===== src/logic/ssl_defines.svh =====
// Offsets, field positions, reset values and strap decoding for the supply register slice
// Contract
// Health bit 24 reads one while the on-chip oscillator is stable.
// Health bit 19 shows PLL rail good, bit 16 core rail good.
// Bit 9 flags analog converter current limit, bit 8 core converter limit.
// Bit 1 flags analog converter soft-start, bit 0 core converter soft-start.
// Core level is writable 7 bits at 6:0, 0.60V plus 10 mV per code.
// Software moves core level at most 10 mV per microsecond.
// Both level fields load strap-derived defaults at reset.
// PLL regulator level is writable 3 bits at 2:0, 100 mV per code.
// Software raises PLL regulator level one code at a time.
// Reserved bits read zero, writes ignored; health register ignores writes.
`ifndef SSL_DEFINES_SVH
`define SSL_DEFINES_SVH

`define SSL_ADDR_W 8
`define SSL_OFF_HEALTH 8'h30
`define SSL_OFF_CORE 8'h34
`define SSL_OFF_PLL 8'h40
`define SSL_OFF_IRQ_STAT 8'h50
`define SSL_OFF_IRQ_MASK 8'h54

`define SSL_BIT_OSC 24
`define SSL_BIT_PLL_PG 19
`define SSL_BIT_CORE_PG 16
`define SSL_BIT_ANA_ILIM 9
`define SSL_BIT_CORE_ILIM 8
`define SSL_BIT_ANA_SS 1
`define SSL_BIT_CORE_SS 0

`define SSL_CORE_W 7
`define SSL_PLL_W 3
`define SSL_EVT_W 7

`define SSL_CORE_DEF_0 7'h28
`define SSL_CORE_DEF_1 7'h2D
`define SSL_CORE_DEF_2 7'h32
`define SSL_CORE_DEF_3 7'h46
`define SSL_PLL_DEF_0 3'h4
`define SSL_PLL_DEF_1 3'h4
`define SSL_PLL_DEF_2 3'h5
`define SSL_PLL_DEF_3 3'h6

`endif


===== src/logic/ssl_pkg.sv =====
// Types shared by the supply register slice
package ssl_pkg;
	typedef enum logic [1:0] {
		SSL_ST_LOAD = 2'b01,
		SSL_ST_RUN = 2'b10
	} ssl_state_t;
endpackage : ssl_pkg


===== src/logic/ssl_regs.sv =====
// Supply health and rail level register slice with event interrupt
`include "ssl_defines.svh"

module ssl_regs
	import ssl_pkg::*;
(
	input wire logic clk,
	input wire logic resetn,
	input wire logic [7:0] addr,
	input wire logic [31:0] wdata,
	input wire logic wr,
	input wire logic rd,
	output logic [31:0] rdata,
	input wire logic osc_stable,
	input wire logic pll_supply_rail_good,
	input wire logic core_supply_rail_good,
	input wire logic analog_switching_converter_ilim,
	input wire logic core_switching_converter_ilim,
	input wire logic analog_switching_converter_softstart,
	input wire logic core_switching_converter_softstart,
	input wire logic [1:0] strap_mode,
	output logic [6:0] core_level,
	output logic [2:0] pll_linear_regulator_level,
	output logic irq
);
	// Two-stage synchronisers for status pins and straps
	logic [8:0] sync1_q;
	logic [8:0] sync2_q;
	wire [8:0] raw_in = {strap_mode, osc_stable, pll_supply_rail_good, core_supply_rail_good,
		analog_switching_converter_ilim, core_switching_converter_ilim,
		analog_switching_converter_softstart, core_switching_converter_softstart};

	always_ff @(posedge clk or negedge resetn) begin
		if (!resetn) begin
			sync1_q <= 9'h000;
			sync2_q <= 9'h000;
		end else begin
			sync1_q <= raw_in;
			sync2_q <= sync1_q;
		end
	end

	wire [6:0] stat = sync2_q[6:0];
	wire [1:0] strap = sync2_q[8:7];

	// Health word assembly
	wire [31:0] health_word;
	assign health_word[31:25] = 7'h00;
	assign health_word[`SSL_BIT_OSC] = stat[6];
	assign health_word[23:20] = 4'h0;
	assign health_word[`SSL_BIT_PLL_PG] = stat[5];
	assign health_word[18:17] = 2'h0;
	assign health_word[`SSL_BIT_CORE_PG] = stat[4];
	assign health_word[15:10] = 6'h00;
	assign health_word[`SSL_BIT_ANA_ILIM] = stat[3];
	assign health_word[`SSL_BIT_CORE_ILIM] = stat[2];
	assign health_word[7:2] = 6'h00;
	assign health_word[`SSL_BIT_ANA_SS] = stat[1];
	assign health_word[`SSL_BIT_CORE_SS] = stat[0];

	// Strap decode for defaults
	wire [6:0] core_def = (strap == 2'h0) ? `SSL_CORE_DEF_0 :
		(strap == 2'h1) ? `SSL_CORE_DEF_1 :
		(strap == 2'h2) ? `SSL_CORE_DEF_2 : `SSL_CORE_DEF_3;
	wire [2:0] pll_def = (strap == 2'h0) ? `SSL_PLL_DEF_0 :
		(strap == 2'h1) ? `SSL_PLL_DEF_1 :
		(strap == 2'h2) ? `SSL_PLL_DEF_2 : `SSL_PLL_DEF_3;

	// Address decode
	wire sel_health = (addr == `SSL_OFF_HEALTH);
	wire sel_core = (addr == `SSL_OFF_CORE);
	wire sel_pll = (addr == `SSL_OFF_PLL);
	wire sel_stat = (addr == `SSL_OFF_IRQ_STAT);
	wire sel_mask = (addr == `SSL_OFF_IRQ_MASK);

	// Strap load: straps settle through the synchroniser first
	ssl_state_t state_q;
	logic [1:0] settle_q;
	wire loading = (state_q == SSL_ST_LOAD);

	always_ff @(posedge clk or negedge resetn) begin
		if (!resetn) begin
			state_q <= SSL_ST_LOAD;
			settle_q <= 2'h0;
		end else begin
			unique case (state_q)
				SSL_ST_LOAD: begin
					settle_q <= settle_q + 2'h1;
					if (settle_q == 2'h2) begin
						state_q <= SSL_ST_RUN;
					end
				end
				SSL_ST_RUN: begin
					settle_q <= settle_q;
				end
			endcase
		end
	end

	// Level registers
	logic [6:0] core_q;
	logic [2:0] pll_q;
	wire [6:0] core_d = loading ? core_def : (wr && sel_core) ? wdata[6:0] : core_q;
	wire [2:0] pll_d = loading ? pll_def : (wr && sel_pll) ? wdata[2:0] : pll_q;

	always_ff @(posedge clk or negedge resetn) begin
		if (!resetn) begin
			core_q <= 7'h00;
			pll_q <= 3'h0;
		end else begin
			core_q <= core_d;
			pll_q <= pll_d;
		end
	end

	// Event capture: rising edges of health bits set sticky status
	logic [6:0] stat_prev_q;
	logic [6:0] ev_q;
	logic [6:0] mask_q;
	wire [6:0] ev_rise = stat & ~stat_prev_q;
	wire [6:0] ev_clr = (wr && sel_stat) ? wdata[6:0] : 7'h00;
	wire [6:0] ev_d = (ev_q & ~ev_clr) | (loading ? 7'h00 : ev_rise);
	wire [6:0] mask_d = (wr && sel_mask) ? wdata[6:0] : mask_q;

	always_ff @(posedge clk or negedge resetn) begin
		if (!resetn) begin
			stat_prev_q <= 7'h00;
			ev_q <= 7'h00;
			mask_q <= 7'h00;
			irq <= 1'b0;
		end else begin
			stat_prev_q <= stat;
			ev_q <= ev_d;
			mask_q <= mask_d;
			irq <= |(ev_d & mask_d);
		end
	end

	// Read mux, reserved bits zero, unmapped reads zero
	wire [31:0] rd_mux = sel_health ? health_word :
		sel_core ? {25'h0000000, core_q} :
		sel_pll ? {29'h00000000, pll_q} :
		sel_stat ? {25'h0000000, ev_q} :
		sel_mask ? {25'h0000000, mask_q} : 32'h00000000;

	always_ff @(posedge clk or negedge resetn) begin
		if (!resetn) begin
			rdata <= 32'h00000000;
			core_level <= 7'h00;
			pll_linear_regulator_level <= 3'h0;
		end else begin
			rdata <= rd ? rd_mux : 32'h00000000;
			core_level <= core_d;
			pll_linear_regulator_level <= pll_d;
		end
	end
endmodule : ssl_regs


===== config.mk =====
export PLATFORM = sky130hd
export DESIGN_NAME = ssl_regs
export DESIGN_NICKNAME = d
export VERILOG_FILES = /design/src/logic/ssl_pkg.sv /design/src/logic/ssl_regs.sv
export VERILOG_INCLUDE_DIRS = /design/src /design/src/logic
export SDC_FILE = /design/constraint.sdc
export NUM_CORES = 1
export LEC_CHECK = 0
export BUFFER_PORTS_ARGS = -buffer_cell sky130_fd_sc_hd__buf_2
export CORE_ASPECT_RATIO = 1.75
export CORE_MARGIN = 4
export CORE_UTILIZATION = 53
export CTS_CLUSTER_SIZE = 8
export DETAILED_ROUTE_END_ITERATION = 12
export PLACE_DENSITY = 0.84
export SLEW_MARGIN = 25
export SYNTH_ARGS = -nofsm -noshare
export SYNTH_HDL_FRONTEND = slang
export SYNTH_SLANG_ARGS = --single-unit

===== constraint.sdc =====
create_clock -name clk -period 2.8 [get_ports clk]
set_clock_uncertainty 0.1 [all_clocks]
set_input_delay 0.14 -clock clk [delete_from_list [all_inputs] [get_ports clk]]
set_output_delay 0.14 -clock clk [all_outputs]
set_load 0.02 [all_outputs]

==> flow_summary.yaml, run 1 <==
worst_setup_path:
  cp.depth: 4
  reg2regPathDepth: 4
  cp-end-kind: "register"
  critPathRequiredTime_ps: 2900
  max_stage_delay_ps: 560
  rrSetupSlack_ps: 830
  r2r_start: "state_q[0]$_DFFE_PN1P_"
  cp_data_arrival_time_ps: 2070
  cpLargestDelayFamily: "compound AO/OA/AOI/OAI gates"
  path_cells: "nand2_1, a32o_1, a222oi_1, nand3b_1"
  critPathSlowestCell: "dfstp_2"
  crit_buf_inv: 0
  worstPathMaxFanout: 13
  start_kind: "register"
  worstSetupPathType: "reg2reg"
  crit_path_start: "state_q[0]$_DFFE_PN1P_"
timing:
  drv_slew: 0
  rsz0062_at_grt: "no"
  fin_ws_ps: 829
  relSlewSlack: 0.441
  fmax_mhz: 507
  setup_tns_ps: 0
  fin_crit_ps: 1970
  hold_viol_final: 0
  post-route-period-util: 0.704
  max_slew.worst_pin.slew_ps: 838
  finalSetupViolCount: 0
clocking:
  cts_tree: "done"
  worstSkewPairLatency_ps: 340
  cts_hold_buf: 16
  cts_buffers: 9
  clk_pin_slew_ps: 80
  cts_max_path_buffers: 2
  clock_sinks: 66
  htree_num_levels: 3
  postCtsSetupBuffers: 0
  cts_root_buffer: "clkbuf_8"
  ctsResizeCount: 0
synthesis:
  syn_area_mm2: 0.00268
  synth_top_area_frac: 0.607
  synth.area.top_cells: "dfrtp_1 (61%), buf_4 (6.4%), nand2_1 (2.9%)"
  synth_cells: 216
  synth-main-ff-cell: "dfrtp_1"
  synth-seq-cells: 66
  synth-warning-count: 0
  synthArstFlopShare: 1.00
  yosysUniqueCellTypes: 43
  synth_top_area_cell: "dfrtp_1"
  synth_edf_count: 0
  synth_area_per_cell_um2: 12.4
  synth_seq_area_share: 0.616
run_status:
  status: "completed"
power_and_ir_drop:
  power_density_mw_per_mm2: 623
  sw_frac_of_total: 0.243
  p_leak_nw: 1.63
  clock_power_share: 0.434
  p_sw_w: 0.000499
  ir_drop_mv: 0.470
  p_seq_frac: 0.490
  p_int_w: 0.00155
  comb_power_share: 0.076
detailed_routing:
  vias: 1934
  drc: 0
  detail_route.wl_per_cell_um: 17.1
  ant_nets: 0
  routed_via_density: 5.57
  routed_wirelength_mm: 5.93
  drtPass1Iterations: 4
  first_iter_violations: 135
worst_hold_path:
  hold_depth: 2
  hp-class: "in2reg"
  hold_path.startpoint: "wdata[0]"
die:
  io_pins: 96
  core-area_mm2: 0.00493
  die-area_mm2: 0.00631
  dieWidth_um: 61.8
  initial_core_util: 0.543
  row_count: 34
  die_h_um: 102
run:
  drv_cap: 0
grt:
  grt-ovfl-total: 0
  antenna_found_initial: 0
  grt_max_degree: 39
  grt_usage: 0.209
  grt_pass1_vias: 2009
  grt_pass1_wl_mm: 9.45
cells_and_area:
  synthToLayoutAreaGrowth_pct: 22.8
  mostFrequentLayoutCell: "dfrtp_1"
  drive_above_1_share: 0.280
  layout_common_cells: "dfrtp_1 (65), buf_2 (50), nand2_1 (21), conb_1 (20), dlygate4sd3_1 (16)"
  diodes: 0
  nNetsFinal: 342
placement:
  dpl_worst_slack_ps: 834
  portBuffers: 50
  gp_congestion: 0.934
  dp_hpwl_mm: 4.18
==> cells in the mapped netlist (2+ instances only) <==
master / count
a21oi_1: 8
mux2_1: 2
nor3b_1: 2
a32o_1: 7
o21ai_0: 9
mux2_2: 3
a211oi_1: 3
inv_1: 9
dfrtp_1: 65
nand4_1: 7
nand2_1: 21
o22ai_1: 3
mux2_4: 2
nor2_1: 2
a22oi_1: 8
buf_4: 23
clkbuf_1: 3
mux2i_1: 5
and2_1: 8
a21o_1: 3
==> power by group through the flow <==
stage	combinational [W]	sequential, W	clock (W)
4_1_cts	0.000156	0.00100	0.000905
6_report	0.000155	0.00101	0.000891
2_1_floorplan	0.0000777	0.00103	0
3_5_place_dp	0.000138	0.00102	0
3_3_place_gp	0.000135	0.00102	0
5_1_grt	0.000170	0.00101	0.000956
==> cells by family (layout without fill, tap and decap cells) <==
logic type | after synthesis | count (layout) | share of synthesized area
other | 1 | 20 | 0.00140
XOR/XNOR | 1 | 1 | 0.00327
AO/OA/AOI/OAI | 46 | 46 | 0.120
buffers and inverters | 37 | 95 | 0.0845
flip-flops | 66 | 66 | 0.616
multiplexers | 12 | 12 | 0.0509
adder cells (fa/ha/maj) | 1 | 1 | 0.00467
AND/OR/NAND/NOR | 52 | 52 | 0.119
==> registers in the layout, indices dropped and copies added (netlist names), 2 cells and up <==
| name | flops |
|---|---|
| ev_q | 7 |
| sync1_q | 9 |
| core_level | 7 |
| state_q | 2 |
| settle_q | 2 |
| stat_prev_q | 7 |
| sync2_q | 9 |
| pll_linear_regulator_level | 3 |
| mask_q | 7 |
| rdata | 12 |
==> final timing paths <==
check                                            end
max                                    irq$_DFF_PN0_
min                              mask_q[0]$_DFF_PN0_
max reg2reg                            irq$_DFF_PN0_
min reg2reg                     sync2_q[1]$_DFF_PN0_
max in group asynchronous     state_q[0]$_DFFE_PN1P_
min in group asynchronous  core_level[5]$_DFFE_PN0P_
==> final cells by class <==
cell class	instances	area, µm²
timing repair buffer	70	440
multi-input combinational	132	873
clock buffer	9	124
sequential	66	1650
tap	54	67.6
inverter	9	33.8
clock inverter	7	101
fill	362	1640
==> per-layer routing <==
layer,vias up,GRT usage,share of wire
met5,-,0,0
met4,0,0.127,0.023
li1,870,-,-
met1,953,0.239,0.37
met2,95,0.343,0.54
met3,16,0.0480,0.062
==> stage by stage <==
step | instances | total power, W | cell area, µm² | util | hold WS, ps
5_1_grt | 347 | 0.00213 | 3290 | 0.667 | 39.6
3_3_place_gp | 315 | 0.00116 | 2910 | 0.589 | 148
6_report | 347 | 0.00205 | 3290 | 0.667 | 43.7
2_1_floorplan | 235 | 0.00111 | 2750 | - | -256
3_5_place_dp | 315 | 0.00116 | 2910 | 0.589 | 149
4_1_cts | 347 | 0.00207 | 3290 | 0.667 | 24.5
Power figures use the tool's default switching activity.
==> inputs of run 2 (changes only) <==
--- a/config.mk
+++ b/config.mk
@@ -9,10 +9,10 @@
 export BUFFER_PORTS_ARGS = -buffer_cell sky130_fd_sc_hd__buf_2
 export CORE_ASPECT_RATIO = 1.75
 export CORE_MARGIN = 4
-export CORE_UTILIZATION = 53
+export CORE_UTILIZATION = 49
 export CTS_CLUSTER_SIZE = 8
 export DETAILED_ROUTE_END_ITERATION = 12
-export PLACE_DENSITY = 0.84
+export PLACE_DENSITY = 0.79
 export SLEW_MARGIN = 25
 export SYNTH_ARGS = -nofsm -noshare
 export SYNTH_HDL_FRONTEND = slang
==> constraint.sdc (replaced) <==
create_clock -name clk -period 2.06 [get_ports clk]
set_clock_uncertainty 0.1 [all_clocks]
set_input_delay 0.103 -clock clk [delete_from_list [all_inputs] [get_ports clk]]
set_output_delay 0.103 -clock clk [all_outputs]
set_load 0.02 [all_outputs]
==> flow_summary.yaml, run 2 (synthesis results as in run 1) <==
detailed_routing:
  vias: 1912
  routed_via_density: 5.18
  drtPass1Iterations: 4
  first_iter_violations: 103
  routed_wirelength_mm: 5.84
  drc: 0
  detail_route.wl_per_cell_um: 15.8
  ant_nets: 0
timing:
  drv_slew: 0
  setup_tns_ps: 0
  post-route-period-util: 0.931
  relSlewSlack: 0.628
  fin_hold_ws_ps: 130
  fmax_mhz: 521
  max_slew.worst_pin.slew_ps: 559
  rsz0062_at_grt: "no"
  hold_viol_final: 0
  fin_crit_ps: 1920
  finalSetupViolCount: 0
placement:
  gp_congestion: 0.956
  dp_hpwl_mm: 4.18
  portBuffers: 50
clocking:
  worstSkewPairLatency_ps: 330
  clock_sinks: 66
  cts_root_buffer: "clkbuf_8"
  cts_buffers: 9
  cts_max_path_buffers: 2
  clk_pin_slew_ps: 70
  postCtsSetupBuffers: 0
  cts_hold_buf: 17
  ctsResizeCount: 0
  cts_tree: "done"
  htree_num_levels: 3
worst_hold_path:
  hold_depth: 3
  min_to: "rdata[3]$_DFF_PN0_"
  hp-class: "in2reg"
  hold_path.startpoint: "rd"
die:
  core-area_mm2: 0.00530
  row_count: 35
  initial_core_util: 0.506
  die-area_mm2: 0.00677
  die_h_um: 106
  dieWidth_um: 63.9
  io_pins: 96
worst_setup_path:
  rrSetupSlack_ps: 140
  start_kind: "register"
  rr_endpoint: "irq$_DFF_PN0_"
  critPathRequiredTime_ps: 2160
  crit_path_start: "state_q[0]$_DFFE_PN1P_"
  r2r_start: "state_q[0]$_DFFE_PN1P_"
  cp_data_arrival_time_ps: 2020
  reg2regPathDepth: 4
  worstPathMaxFanout: 10
  worstSetupPathType: "reg2reg"
  cp-end-kind: "register"
cells_and_area:
  utilization: 0.637
  fillers: 429
  largest_register_ffs: 12
  nNetsFinal: 344
  diodes: 0
  max_flop_register: "rdata"
  synthToLayoutAreaGrowth_pct: 25.9
  largest_registers: "rdata: 12 flops, sync1_q: 9 flops, sync2_q: 9 flops"
  layout_common_cells: "dfrtp_1 (65), buf_2 (50), nand2_1 (21), conb_1 (20), dlygate4sd3_1 (17)"
  mostFrequentLayoutCell: "dfrtp_1"
  drive_above_1_share: 0.281
grt:
  gr-usage-met1: 0.213
  antenna_found_initial: 0
  use_met2: 0.329
  grt_usage: 0.193
  grtUsageMet3: 0.0437
  grt_pass1_vias: 2010
  grt_pass1_wl_mm: 9.67
  grt_max_degree: 45
  grt-busiest-layer: "met2"
  grt-ovfl-total: 0
run:
  drv_cap: 0
power_and_ir_drop:
  total_power_w: 0.00290
  ir_drop_mv: 0.566
  power_density_mw_per_mm2: 860
  p_leak_nw: 1.65
run_status:
  status: "completed"
[run 2: changes by cell type in the layout (fill, tap and decap cells not counted), sizes merged]
cell	change
dlygate4sd3	+1
buf	+1
inv	-2
clkbuf	+1
bufinv	+1
[run 2: worst max-delay path, cell delays in order (launching register included)]
cell,delay (ps)
dfstp_2,550
nand2_1,260
a32o_1,390
a222oi_1,360
nand3b_1,120
[run 2: report_power, final]
part           leakage (nW)  internal [W]  switching, W
sequential            0.797       0.00134     0.0000235
clock                 0.119      0.000838      0.000484
combinational         0.739     0.0000800      0.000133
[run 2: per-layer routing]
metal  routed length [µm]  part of all wire
met1                 2130              0.36
met2                 3100              0.53
met3                  419             0.072
met4                  193             0.033
met5                    0                 0
[run 2: worst max path at each step]
stage	to	slack, ps	depth (start not counted)
2_1_floorplan	irq$_DFF_PN0_	450	5
3_3_place_gp	irq$_DFF_PN0_	110	7
3_5_place_dp	irq$_DFF_PN0_	110	7
4_1_cts	irq$_DFF_PN0_	110	4
5_1_grt	irq$_DFF_PN0_	50	4
6_report	irq$_DFF_PN0_	140	4
[run 2: stage by stage]
| stage | area (µm²) | instances | setup WS (ps) |
|---|---|---|---|
| 2_1_floorplan | 2750 | 235 | 447 |
| 3_3_place_gp | 2950 | 336 | 108 |
| 3_5_place_dp | 2950 | 336 | 112 |
| 4_1_cts | 3370 | 369 | 114 |
| 5_1_grt | 3370 | 369 | 48.0 |
| 6_report | 3370 | 369 | 142 |
[run 2: area by class of cell]
cell class / count / area (µm²) / area share
flip-flops and latches: 66 / 1650 / 0.490
multi-input cells: 132 / 873 / 0.259
repair buffers: 72 / 470 / 0.139
clock buffers: 10 / 138 / 0.0408
clock inverters: 6 / 114 / 0.0337
well taps: 74 / 92.6 / 0.0274
inverters: 9 / 33.8 / 0.0100
